**src/design/lt_coef_pkg.sv**
```systemverilog
/*
 * lt_coef_pkg: shared types and constants for the link training
 * coefficient update handler.
 * Assumes the far end uses the same command and status field encodings.
 */
package lt_coef_pkg;

   // tap indexing
   localparam int NTAP     = 3;
   localparam int TAP_PRE  = 0;
   localparam int TAP_MAIN = 1;
   localparam int TAP_POST = 2;
   localparam int TAP_W    = 6;
   localparam int DELTA_W  = 8;
   localparam int SUM_W    = 9;

   typedef logic [TAP_W-1:0]             tap_t;
   typedef logic signed [DELTA_W-1:0]    delta_t;
   typedef logic signed [SUM_W-1:0]      sum_t;
   typedef logic [NTAP-1:0][TAP_W-1:0]   tap_vec_t;
   typedef logic [NTAP-1:0][1:0]         fld_vec_t;

   // per-tap update request field
   localparam logic [1:0] UPD_HOLD = 2'h0;
   localparam logic [1:0] UPD_INC  = 2'h1;
   localparam logic [1:0] UPD_DEC  = 2'h2;

   // high half of a command
   localparam int HI_INIT   = 0;
   localparam int HI_PRESET = 1;

   // per-tap status field
   localparam logic [1:0] STS_NOT = 2'h0;
   localparam logic [1:0] STS_UPD = 2'h1;
   localparam logic [1:0] STS_MIN = 2'h2;
   localparam logic [1:0] STS_MAX = 2'h3;

   // tap limits and step sizes, index order post/main/pre
   localparam tap_vec_t TAP_MAX  = {6'h20, 6'h3F, 6'h20};
   localparam tap_t     TAP_MIN  = 6'h00;
   localparam tap_vec_t TAP_RST  = {6'h00, 6'h3F, 6'h00};
   localparam tap_t     PRESET_OUTER = 6'h00;
   localparam delta_t   STEP_OUTER   = 8'sh02;
   localparam delta_t   STEP_MAIN    = 8'sh01;
   localparam delta_t   MAIN_COUPLE  = 8'sh01;
   localparam delta_t   DELTA_ZERO   = 8'sh00;

   typedef struct packed {
      logic       vld;
      logic [1:0] hi;
      fld_vec_t   lo;
   } coef_cmd_s;

   typedef struct packed {
      logic     vld;
      fld_vec_t tap;
   } coef_sts_s;

endpackage

```
**src/design/lt_coef_update.sv**
```systemverilog
/*
 * lt_coef_update: applies tap commands from the link partner to the local
 * transmit equalizer, answers each with a status report, and issues local
 * commands toward the partner while collecting its replies.
 * Assumes all inputs are synchronous to core_clk and commands are
 * one-cycle valid pulses.
 */
`timescale 1ns/10ps

module lt_coef_update
   import lt_coef_pkg::*;
(
   // clock and reset
   input  wire logic                   core_clk,
   input  wire logic                   rst,
   // commands from partner and reply
   input  wire lt_coef_pkg::coef_cmd_s cmd_from_rmt,
   output      lt_coef_pkg::coef_sts_s sts_to_rmt,
   // equalizer start values and current taps
   input  wire lt_coef_pkg::tap_vec_t  init_coef,
   output      lt_coef_pkg::tap_vec_t  tx_coef,
   // local command requests
   input  wire lt_coef_pkg::coef_cmd_s lcl_req,
   output      logic                   lcl_req_busy,
   // commands to partner and its replies
   output      lt_coef_pkg::coef_cmd_s upd_to_rmt,
   input  wire lt_coef_pkg::coef_sts_s sts_from_rmt,
   output      lt_coef_pkg::coef_sts_s sts_rcvd
);
   import lt_coef_pkg::*;

   tap_vec_t  tap_ff;
   tap_vec_t  nxt_tap;
   coef_sts_s sts_ff;
   coef_sts_s nxt_sts;
   coef_cmd_s upd_ff;
   logic      busy_ff;
   coef_sts_s rcvd_ff;

   delta_t   own_d [NTAP];
   delta_t   tot_d [NTAP];
   delta_t   couple_d;
   tap_vec_t sat_tap;
   fld_vec_t step_sts;
   fld_vec_t load_sts;
   logic     do_preset;
   logic     do_init;
   tap_vec_t load_tap;

   assign do_preset = cmd_from_rmt.hi[HI_PRESET];
   assign do_init   = cmd_from_rmt.hi[HI_INIT];

   // main tap moves opposite to outer tap direction
   always_comb begin
      couple_d = DELTA_ZERO;
      if (cmd_from_rmt.lo[TAP_PRE] == UPD_INC) begin
         couple_d = couple_d - MAIN_COUPLE;
      end else if (cmd_from_rmt.lo[TAP_PRE] == UPD_DEC) begin
         couple_d = couple_d + MAIN_COUPLE;
      end
      if (cmd_from_rmt.lo[TAP_POST] == UPD_INC) begin
         couple_d = couple_d - MAIN_COUPLE;
      end else if (cmd_from_rmt.lo[TAP_POST] == UPD_DEC) begin
         couple_d = couple_d + MAIN_COUPLE;
      end
   end

   // per-tap step, saturation and status
   genvar gi;
   generate
      for (gi = 0; gi < NTAP; gi++) begin : g_tap
         delta_t step;
         sum_t   sum;
         assign step = (gi == TAP_MAIN) ? STEP_MAIN : STEP_OUTER;
         // hold gives zero delta
         always_comb begin
            if (cmd_from_rmt.lo[gi] == UPD_INC) begin
               own_d[gi] = step;
            end else if (cmd_from_rmt.lo[gi] == UPD_DEC) begin
               own_d[gi] = DELTA_ZERO - step;
            end else begin
               own_d[gi] = DELTA_ZERO;
            end
         end
         assign tot_d[gi] = (gi == TAP_MAIN) ? delta_t'(own_d[gi] + couple_d) : own_d[gi];
         assign sum = $signed({3'h0, tap_ff[gi]}) + $signed({tot_d[gi][DELTA_W-1], tot_d[gi]});
         // clamp instead of wrapping
         always_comb begin
            if (sum < $signed({3'h0, TAP_MIN})) begin
               sat_tap[gi] = TAP_MIN;
            end else if (sum > $signed({3'h0, TAP_MAX[gi]})) begin
               sat_tap[gi] = TAP_MAX[gi];
            end else begin
               sat_tap[gi] = sum[TAP_W-1:0];
            end
         end
         always_comb begin
            if (tot_d[gi] == DELTA_ZERO) begin
               step_sts[gi] = STS_NOT;
            end else if (tot_d[gi] > DELTA_ZERO && sat_tap[gi] == TAP_MAX[gi]) begin
               step_sts[gi] = STS_MAX;
            end else if (tot_d[gi] < DELTA_ZERO && sat_tap[gi] == TAP_MIN) begin
               step_sts[gi] = STS_MIN;
            end else if (sat_tap[gi] != tap_ff[gi]) begin
               step_sts[gi] = STS_UPD;
            end else begin
               step_sts[gi] = STS_NOT;
            end
         end
         // preset and initialize targets
         always_comb begin
            if (do_preset) begin
               load_tap[gi] = (gi == TAP_MAIN) ? TAP_MAX[gi] : PRESET_OUTER;
            end else begin
               load_tap[gi] = init_coef[gi];
            end
         end
         assign load_sts[gi] = (load_tap[gi] != tap_ff[gi]) ? STS_UPD : STS_NOT;
      end
   endgenerate

   // choose next taps and reply; preset wins over initialize
   always_comb begin
      nxt_tap     = tap_ff;
      nxt_sts     = '0;
      nxt_sts.vld = cmd_from_rmt.vld;
      if (cmd_from_rmt.vld) begin
         if (do_preset || do_init) begin
            nxt_tap     = load_tap;
            nxt_sts.tap = load_sts;
         end else begin
            nxt_tap     = sat_tap;
            nxt_sts.tap = step_sts;
         end
      end
   end

   // equalizer taps
   always_ff @(posedge core_clk) begin
      if (rst) begin
         tap_ff <= TAP_RST;
      end else begin
         tap_ff <= nxt_tap;
      end
   end

   // status reply toward partner
   always_ff @(posedge core_clk) begin
      if (rst) begin
         sts_ff <= '0;
      end else begin
         sts_ff <= nxt_sts;
      end
   end

   // outgoing commands, one outstanding at a time
   always_ff @(posedge core_clk) begin
      if (rst) begin
         upd_ff  <= '0;
         busy_ff <= 1'h0;
      end else begin
         upd_ff.vld <= 1'h0;
         if (lcl_req.vld && !busy_ff) begin
            upd_ff  <= lcl_req;
            busy_ff <= 1'h1;
         end else if (busy_ff && sts_from_rmt.vld) begin
            busy_ff <= 1'h0;
         end
      end
   end

   // replies from partner; unsolicited ones dropped
   always_ff @(posedge core_clk) begin
      if (rst) begin
         rcvd_ff <= '0;
      end else begin
         rcvd_ff.vld <= 1'h0;
         if (busy_ff && sts_from_rmt.vld) begin
            rcvd_ff <= sts_from_rmt;
         end
      end
   end

   assign tx_coef      = tap_ff;
   assign sts_to_rmt   = sts_ff;
   assign upd_to_rmt   = upd_ff;
   assign lcl_req_busy = busy_ff;
   assign sts_rcvd     = rcvd_ff;

endmodule

```
**config.mk**
```make
export PLATFORM = sky130hd
export DESIGN_NAME = lt_coef_update
export DESIGN_NICKNAME = d
export VERILOG_FILES = /design/src/design/lt_coef_pkg.sv /design/src/design/lt_coef_update.sv
export SDC_FILE = /design/constraint.sdc
export NUM_CORES = 1
export LEC_CHECK = 0
export ABC_AREA = 1
export BUFFER_PORTS_ARGS = -buffer_cell sky130_fd_sc_hd__clkbuf_2
export CAP_MARGIN = 20
export CORE_AREA = 2 2 86 88
export DETAILED_ROUTE_END_ITERATION = 8
export DIE_AREA = 0 0 88 90
export GPL_ROUTABILITY_DRIVEN = 0
export PLACE_DENSITY = 0.76
export SYNTH_ARGS = -nofsm -noshare
export SYNTH_HDL_FRONTEND = slang
export SYNTH_SLANG_ARGS = --single-unit
export TNS_END_PERCENT = 30
```
**constraint.sdc**
```tcl
create_clock -name core_clk -period 6.5 [get_ports core_clk]
set_input_delay 0.65 -clock core_clk [delete_from_list [all_inputs] [get_ports core_clk]]
set_output_delay 0.65 -clock core_clk [all_outputs]
set_load 0.005 [all_outputs]
```
==> flow_summary_export.csv, run 1 <==
group,metric,value,unit
synthesis,synth-simple-area-share,33.1,%
final_layout,layout_common_cells,"sky130_fd_sc_hd__nand2_1, sky130_fd_sc_hd__clkbuf_2, sky130_fd_sc_hd__inv_1, sky130_fd_sc_hd__nor2_1, sky130_fd_sc_hd__nand3_1",
timing,layout_worst_path_cycle_share,67.8,%
final_layout,final_common_cell,"sky130_fd_sc_hd__nand2_1",
synthesis,synth_area_in_xor_xnor,4.86,%
cts,cts-root-buf,"sky130_fd_sc_hd__clkbuf_8",
cts,cts_buffer_count,5,
timing,clock.fmax,227,MHz
global_routing,vias_in_the_first_global_route,3624,
route,drt-vias-per-instance,5.33,
cts,cts_max_path_buffers,2,
timing,max_slew.worst_pin.slew,0.911,ns
outcome,outcome,"finished clean",
route,drt_wl_total,9.44,mm
critical_path,cp_max_fo,11,
route,drt-pass1-iter-count,6,
global_routing,maximum_number_of_pins_on_one_net_before_global_route_repair,34,
synthesis,syn_inst,543,
die,start_util,51.0,%
route,route.vias.total,3853,
cts,clk_pin_slew_worst_paths,0.09,ns
route,postRouteAntennaNets,0,
die,vertical_die_dimension,90,um
critical_path,critical_path_required,6.69,ns
cts,number_of_h_tree_levels,2,
cts,numClockSinks,42,
flow_run,cap_viol_max_count,0,
die,core.rowCount,31,
power,vdd_ir_drop_max,0.0000996,V
global_routing,antenna_violations_before_repair,0,
cts,cts_tree,"done",
timing,max-slew-margin-rel,39.2,%
die,ios,87,
global_routing,globalRouteTotalUtil,24.0,%
route,post_drt_wl_per_cell,13.0,um
synthesis,synth.area.mux_share,0.279,%
die,core-area,7020,um^2
hold_path,hold_path.class,"reg -> reg",
synthesis,yosys.cell_types.count,42,
cts,post_cts.repair.setup_buffers,0,
critical_path,critPathArrivalTime,4.60,ns
placed_design,numPortBuffers,86,
timing,slew_violations,0,
cts,ctsHoldBuffers,0,
cts,clk_latency,0.30,ns
final_layout,antenna_cells,0,
timing,finClkSkew,0.00871,ns
critical_path,crit_path_end_kind,"flop",
timing,setup_viol_count_final,0,
power,p_leak,2.21,nW
route,violation_count_after_the_first_detailed_route_iteration,157,
power,power.density_cell_area,208,nW/um^2
synthesis,area_fraction_in_compound_gates_after_synthesis,15.2,%
critical_path,setup.reg_to_reg.worst_slack,3.67,ns
final_layout,finalNetCount,705,
cts,cts_resized,0,
synthesis,synth.cell_area,3580,um^2
route,drc,0,
die,die_width,88,um
timing,min_period,4.41,ns
synthesis,post_synth_fa_ha_maj_area_fraction,14.2,%
synthesis,synth.net_count,625,
critical_path,critPathKind,"in -> reg",
timing,timing.setup.tns,0,ns
global_routing,globalRoute.totalOverflow,0,
synthesis,synth_top_family_by_area,"simple AND/OR/NAND/NOR gates",
final_layout,num-fill-cells,687,
placed_design,place_hpwl,7.45,mm
timing,finalHoldViolations,0,
global_routing,grt_first_pass_wirelength,15.8,mm
synthesis,post_synthesis_sequential_area_ratio,23.5,%
timing,rsz0062_at_grt,"no",
synthesis,number_of_warnings_issued_by_yosys,0,
final_layout,area.growth.synth_to_final,16.7,%
final_layout,drive_above_1_share,18.4,%
synthesis,number_of_flip_flops_and_latches_in_the_synthesized_netlist,42,
power,fin_total_pwr,0.870,mW
die,fp.dieArea,7920,um^2
synthesis,postSynthAreaPerCell,6.60,um^2
critical_path,crit_path_start_kind,"input port",
==> kinds of logic (layout without fill, tap and decap cells) <==
family	count (synthesis)	after routing
multiplexers	1	1
adder cells (fa/ha/maj)	37	37
buffers and inverters	83	164
XOR/XNOR	19	19
AO/OA/AOI/OAI	89	89
flip-flops	42	42
AND/OR/NAND/NOR	272	272
==> routing by layer <==
metal	global-route usage [%]	part of all wire, %	wire [um]
met1	30.5	42	3950
met2	41.8	49	4580
met3	3.40	7.0	663
met4	6.67	2.5	235
met5	0	0	0
==> final cells by class <==
| cell class | instances | area, um^2 | share of cell area (%) |
|---|---|---|---|
| multi-input combinational | 418 | 2420 | 57.9 |
| timing repair buffer | 87 | 442 | 10.6 |
| tap | 99 | 124 | 2.96 |
| inverter | 69 | 260 | 6.23 |
| sequential | 42 | 841 | 20.1 |
| clock inverter | 3 | 23.8 | 0.569 |
| clock buffer | 5 | 68.8 | 1.65 |
==> where the power goes <==
part	switching [mW]	internal, mW	total (mW)	leakage, nW
Combinational	0.250	0.149	0.400	1.82
Clock	0.0998	0.0769	0.177	0.0408
Sequential	0.0200	0.274	0.294	0.346
Total	0.370	0.500	0.870	2.21
==> cells in the mapped netlist (all sizes together) <==
library cell | instances | share of area (%)
clkbuf | 12 | 1.3
nand3b | 4 | 0.84
ha | 31 | 11
nor4 | 4 | 0.70
or2 | 1 | 0.17
mux2i | 1 | 0.28
nor3 | 5 | 0.84
o2111ai | 1 | 0.24
xor2 | 17 | 4.4
clkinv | 3 | 0.35
xnor2 | 2 | 0.49
a211oi | 3 | 0.63
inv | 66 | 6.9
buf | 2 | 0.45
o21bai | 1 | 0.21
nand3 | 52 | 7.5
o22ai | 3 | 0.52
dfxtp | 42 | 23
o2bb2ai | 3 | 0.73
nand4 | 10 | 1.7
a22oi | 2 | 0.42
a221oi | 2 | 0.49
nand2 | 140 | 15
a21boi | 2 | 0.52
o211ai | 5 | 1.0
fa | 6 | 3.4
a31oi | 13 | 2.3
o21ai | 28 | 3.9
a21oi | 26 | 4.2
nor2 | 56 | 6.1
==> flip-flops by register name, summed over array words and instances (netlist names) <==
| register | cells |
|---|---|
| tx_coef | 18 |
| upd_to_rmt | 9 |
| sts_rcvd | 7 |
| sts_to_rmt | 7 |
| lcl_req_busy | 1 |
==> path summary, 6_finish.rpt <==
check | startpoint | end | cells past startpoint
max | cmd_from_rmt[0] | sts_to_rmt[2]$_SDFF_PP0_ | 28
min | sts_rcvd[4]$_SDFFE_PP0P_ | sts_rcvd[4]$_SDFFE_PP0P_ | 2
max reg2reg | tx_coef[13]$_SDFFE_PP0P_ | sts_to_rmt[4]$_SDFF_PP0_ | 15
min reg2reg | sts_rcvd[4]$_SDFFE_PP0P_ | sts_rcvd[4]$_SDFFE_PP0P_ | 2
==> through the flow <==
stage	worst slack [ns]	instances	hold slack, ns	utilization, %	area [um^2]
2_1_floorplan	2.41	543	0.466	-	3580
3_3_place_gp	1.95	714	0.460	58.0	4080
3_5_place_dp	1.82	714	0.466	58.0	4080
4_1_cts	2.14	722	0.479	59.4	4170
5_1_grt	1.62	723	0.504	59.5	4180
6_report	2.09	723	0.477	59.5	4180
==> critical path: stages <==
cell and delay (ns):
sky130_fd_sc_hd__clkbuf_2 0.11, sky130_fd_sc_hd__inv_1 0.09, sky130_fd_sc_hd__ha_1 0.46, sky130_fd_sc_hd__nor2_1 0.13
sky130_fd_sc_hd__a21oi_1 0.25, sky130_fd_sc_hd__inv_1 0.13, sky130_fd_sc_hd__ha_1 0.33, sky130_fd_sc_hd__o21ai_0 0.11
sky130_fd_sc_hd__fa_1 0.49, sky130_fd_sc_hd__inv_1 0.06, sky130_fd_sc_hd__ha_1 0.31, sky130_fd_sc_hd__nand2_1 0.06
sky130_fd_sc_hd__nor2_1 0.10, sky130_fd_sc_hd__nand2_1 0.07, sky130_fd_sc_hd__nand3_1 0.08, sky130_fd_sc_hd__nand2_1 0.08
sky130_fd_sc_hd__inv_1 0.06, sky130_fd_sc_hd__nand2_1 0.06, sky130_fd_sc_hd__nand2_2 0.12, sky130_fd_sc_hd__nand3_1 0.14
sky130_fd_sc_hd__nand2_1 0.13, sky130_fd_sc_hd__inv_1 0.07, sky130_fd_sc_hd__nor3_1 0.19, sky130_fd_sc_hd__nand2_1 0.10
sky130_fd_sc_hd__nand2_1 0.07, sky130_fd_sc_hd__nand2_1 0.04, sky130_fd_sc_hd__nand2_1 0.05, sky130_fd_sc_hd__a21oi_1 0.06
Power figures use the tool's default switching activity.
==> run 2: changes to the inputs <==
ABC_AREA = 0   (was 1)
CORE_AREA = 2 2 91 93   (was 2 2 86 88)
DIE_AREA = 0 0 93 95   (was 0 0 88 90)
clock period = 4.03 ns   (was 6.5 ns; I/O delays follow)
==> flow_summary_export.csv, run 2 <==
group,metric,value,unit
final_layout,utilization,61.4,%
timing,setup_viol_count_final,0,
cts,ctsHoldBuffers,0,
final_layout,finalNonFillerCells,727,
die,die_width,93,um
die,ios,87,
critical_path,cp_max_fo,7,
synthesis,number_of_synthesized_flops_with_an_enable_pin,0,
critical_path,setup.reg_to_reg.worst_slack,1.10,ns
die,core.rowCount,33,
synthesis,dominantRegCellSynth,"sky130_fd_sc_hd__dfxtp_1",
critical_path,crit_path_start_kind,"input port",
synthesis,post-synth-top-area-fraction,21.7,%
synthesis,synth.net_count,600,
final_layout,final_common_cell,"sky130_fd_sc_hd__clkbuf_2",
power,power.density_cell_area,342,nW/um^2
global_routing,vias_in_the_first_global_route,3816,
final_layout,drive_above_1_share,27.2,%
synthesis,post_synthesis_sequential_area_ratio,21.7,%
final_layout,layout_common_cells,"sky130_fd_sc_hd__clkbuf_2, sky130_fd_sc_hd__nor2_1, sky130_fd_sc_hd__nand2_1, sky130_fd_sc_hd__a21oi_1, sky130_fd_sc_hd__dfxtp_1",
critical_path,cp_slowest_cell,"sky130_fd_sc_hd__fa_1",
critical_path,critPathKind,"in -> reg",
route,postRouteAntennaNets,0,
critical_path,crit_path_end_kind,"flop",
cts,clk_pin_slew_worst_paths,0.10,ns
cts,cts_max_path_buffers,2,
final_layout,antenna_cells,0,
route,drt-pass1-iter-count,5,
power,p_leak,2.17,nW
synthesis,yosysTopAreaCell,"sky130_fd_sc_hd__dfxtp_1",
hold_path,worst_hold_startpoint,"lcl_req[2]",
timing,final.setup.worst_slack,0.0473,ns
synthesis,netlist_top_cells_area,"sky130_fd_sc_hd__dfxtp_1, sky130_fd_sc_hd__ha_1, sky130_fd_sc_hd__a21oi_1",
placed_design,pre_cts_setup_slack,-0.322,ns
cts,cts_buffer_count,5,
route,route.vias.total,4271,
critical_path,critical_path_required,4.21,ns
critical_path,cp_slowest_stage_delay,0.46,ns
synthesis,netlist_top_cells_count,"sky130_fd_sc_hd__nor2_1, sky130_fd_sc_hd__nand2_1, sky130_fd_sc_hd__a21oi_1, sky130_fd_sc_hd__dfxtp_1, sky130_fd_sc_hd__ha_1",
critical_path,critPathArrivalTime,4.17,ns
cts,number_of_h_tree_levels,2,
synthesis,yosys.cell_types.count,60,
global_routing,maximum_number_of_pins_on_one_net_before_global_route_repair,37,
timing,finalHoldViolations,0,
final_layout,area.growth.synth_to_final,25.8,%
outcome,outcome,"finished clean",
placed_design,place_hpwl,8.20,mm
placed_design,numPortBuffers,86,
synthesis,number_of_warnings_issued_by_yosys,0,
cts,numClockSinks,42,
synthesis,syn_inst,518,
route,violation_count_after_the_first_detailed_route_iteration,255,
timing,slew_violations,0,
critical_path,cp_common_cell,"sky130_fd_sc_hd__a21oi_2",
critical_path,crit_path_start,"cmd_from_rmt[4]",
final_layout,largest_register_ffs,18,
final_layout,finalNetCount,703,
route,drt_wl_total,11.3,mm
route,drt-vias-per-instance,5.87,
synthesis,number_of_flip_flops_and_latches_in_the_synthesized_netlist,42,
placed_design,place.detailed.instances,714,
synthesis,postSynthAreaPerCell,7.47,um^2
flow_run,cap_viol_max_count,0,
critical_path,cells_traversed_along_the_worst_timing_path,"buf_4 -> inv_4 -> ha_4 -> mux2i_2 -> o21bai_2 -> ha_1 -> a21o_1 -> a21oi_2 -> fa_1 -> inv_2 -> ha_1 -> a21oi_1 -> a21oi_2 -> a21oi_2 -> o211ai_4 -> buf_12 -> buf_4 -> a41o_1 -> a21o_1 -> o22ai_1 -> a31oi_1",
die,vertical_die_dimension,95,um
timing,finClkSkew,0.0103,ns
synthesis,synth_most_common_cell,"sky130_fd_sc_hd__nor2_1",
synthesis,synth.cell_area,3870,um^2
global_routing,grt_first_pass_wirelength,17.4,mm
route,post_drt_wl_per_cell,15.5,um
global_routing,globalRoute.totalOverflow,0,
die,fp.dieArea,8840,um^2
die,core-area,7930,um^2
die,start_util,48.8,%
cts,cts_tree,"done",
power,vdd_ir_drop_max,0.000188,V
global_routing,antenna_violations_before_repair,0,
cts,clk_latency,0.31,ns
synthesis,asyncSetResetFlopFracSynth,0,%
timing,clock.fmax,251,MHz
critical_path,timing.rr.start,"tx_coef[5]$_SDFFE_PP0P_",
global_routing,globalRouteTotalUtil,24.1,%
timing,layout_worst_path_cycle_share,98.8,%
final_layout,num-fill-cells,737,
hold_path,hold_path.class,"in -> reg",
timing,min_period,3.98,ns
timing,max-slew-margin-rel,51.9,%
timing,max_slew.worst_pin.slew,0.721,ns
route,drc,0,
cts,cts-root-buf,"sky130_fd_sc_hd__clkbuf_8",
run 2: changes by cell type after synthesis, moves of 7 or more:
cell / change
sky130_fd_sc_hd__a21o_1: +11
sky130_fd_sc_hd__nand2_1: -79
sky130_fd_sc_hd__inv_1: -41
sky130_fd_sc_hd__clkbuf_1: +10
sky130_fd_sc_hd__a21oi_1: +25
sky130_fd_sc_hd__nand3_1: -37
sky130_fd_sc_hd__nand2b_1: +10
sky130_fd_sc_hd__nand4_1: -7
sky130_fd_sc_hd__o32ai_1: +7
sky130_fd_sc_hd__xnor2_1: +14
sky130_fd_sc_hd__xor2_1: -7
sky130_fd_sc_hd__nor2b_1: +13
run 2: path summary, 6_finish.rpt:
| path | to | cells after the start |
|---|---|---|
| setup / recovery | sts_to_rmt[2]$_SDFF_PP0_ | 21 |
| hold / removal | upd_to_rmt[2]$_SDFFE_PP0P_ | 3 |
| setup reg to reg | sts_to_rmt[0]$_SDFF_PP0_ | 9 |
| hold reg to reg | upd_to_rmt[7]$_SDFFE_PP0P_ | 2 |
run 2: cell families (layout without fill, tap and decap cells):
| family | after synthesis | in the layout | share of synthesized area (%) |
|---|---|---|---|
| XOR/XNOR | 25 | 25 | 5.66 |
| buffers and inverters | 49 | 153 | 5.14 |
| AO/OA/AOI/OAI | 159 | 159 | 27.2 |
| adder cells (fa/ha/maj) | 37 | 37 | 13.1 |
| multiplexers | 5 | 5 | 1.33 |
| flip-flops | 42 | 42 | 21.7 |
| AND/OR/NAND/NOR | 201 | 201 | 25.8 |
run 2: cell type report:
class | instances | area [um^2] | share of cell area (%)
clock inverter | 3 | 23.8 | 0.489
inverter | 24 | 92.6 | 1.90
sequential | 42 | 841 | 17.3
multi-input combinational | 427 | 2990 | 61.5
tap | 105 | 131 | 2.70
clock buffer | 5 | 68.8 | 1.41
timing repair buffer | 121 | 717 | 14.7
run 2: layer usage:
layer	share of wire (%)	global-route usage [%]
met3	5.9	3.51
met2	52	44.3
met1	40	29.1
met5	0	0
met4	2.0	6.86
run 2: what timing repair did:
action	4_1_cts	5_1_grt
pin swaps	2	17
endpoints found under the setup margin	1	7
cloned	0	0
resized for setup	3	41
setup buffers	4	1
run 2: report_power, final:
part | internal (mW) | switching [mW]
logic | 0.432 | 0.474
clock network | 0.124 | 0.166
registers | 0.436 | 0.0334
total | 0.993 | 0.673
run 2: through the flow:
step	hold slack (ns)	power (mW)	setup TNS (ns)	cell area, um^2
after global routing	0.312	1.77	-0.453	4870
after global placement	0.442	1.18	-0.227	4550
after floorplan	0.453	0.954	0	3870
final	0.304	1.67	0	4870
after detailed placement	0.446	1.21	-1.70	4550
after CTS	0.307	1.54	0	4690
run 2: worst max-delay path: cells and delay by family:
| kind | cells | cell delay, ns |
|---|---|---|
| AOI/OAI and AO/OA | 11 | 1.79 |
| adders and majority gates | 4 | 1.14 |
| buffers and inverters | 5 | 0.59 |
| muxes | 1 | 0.24 |
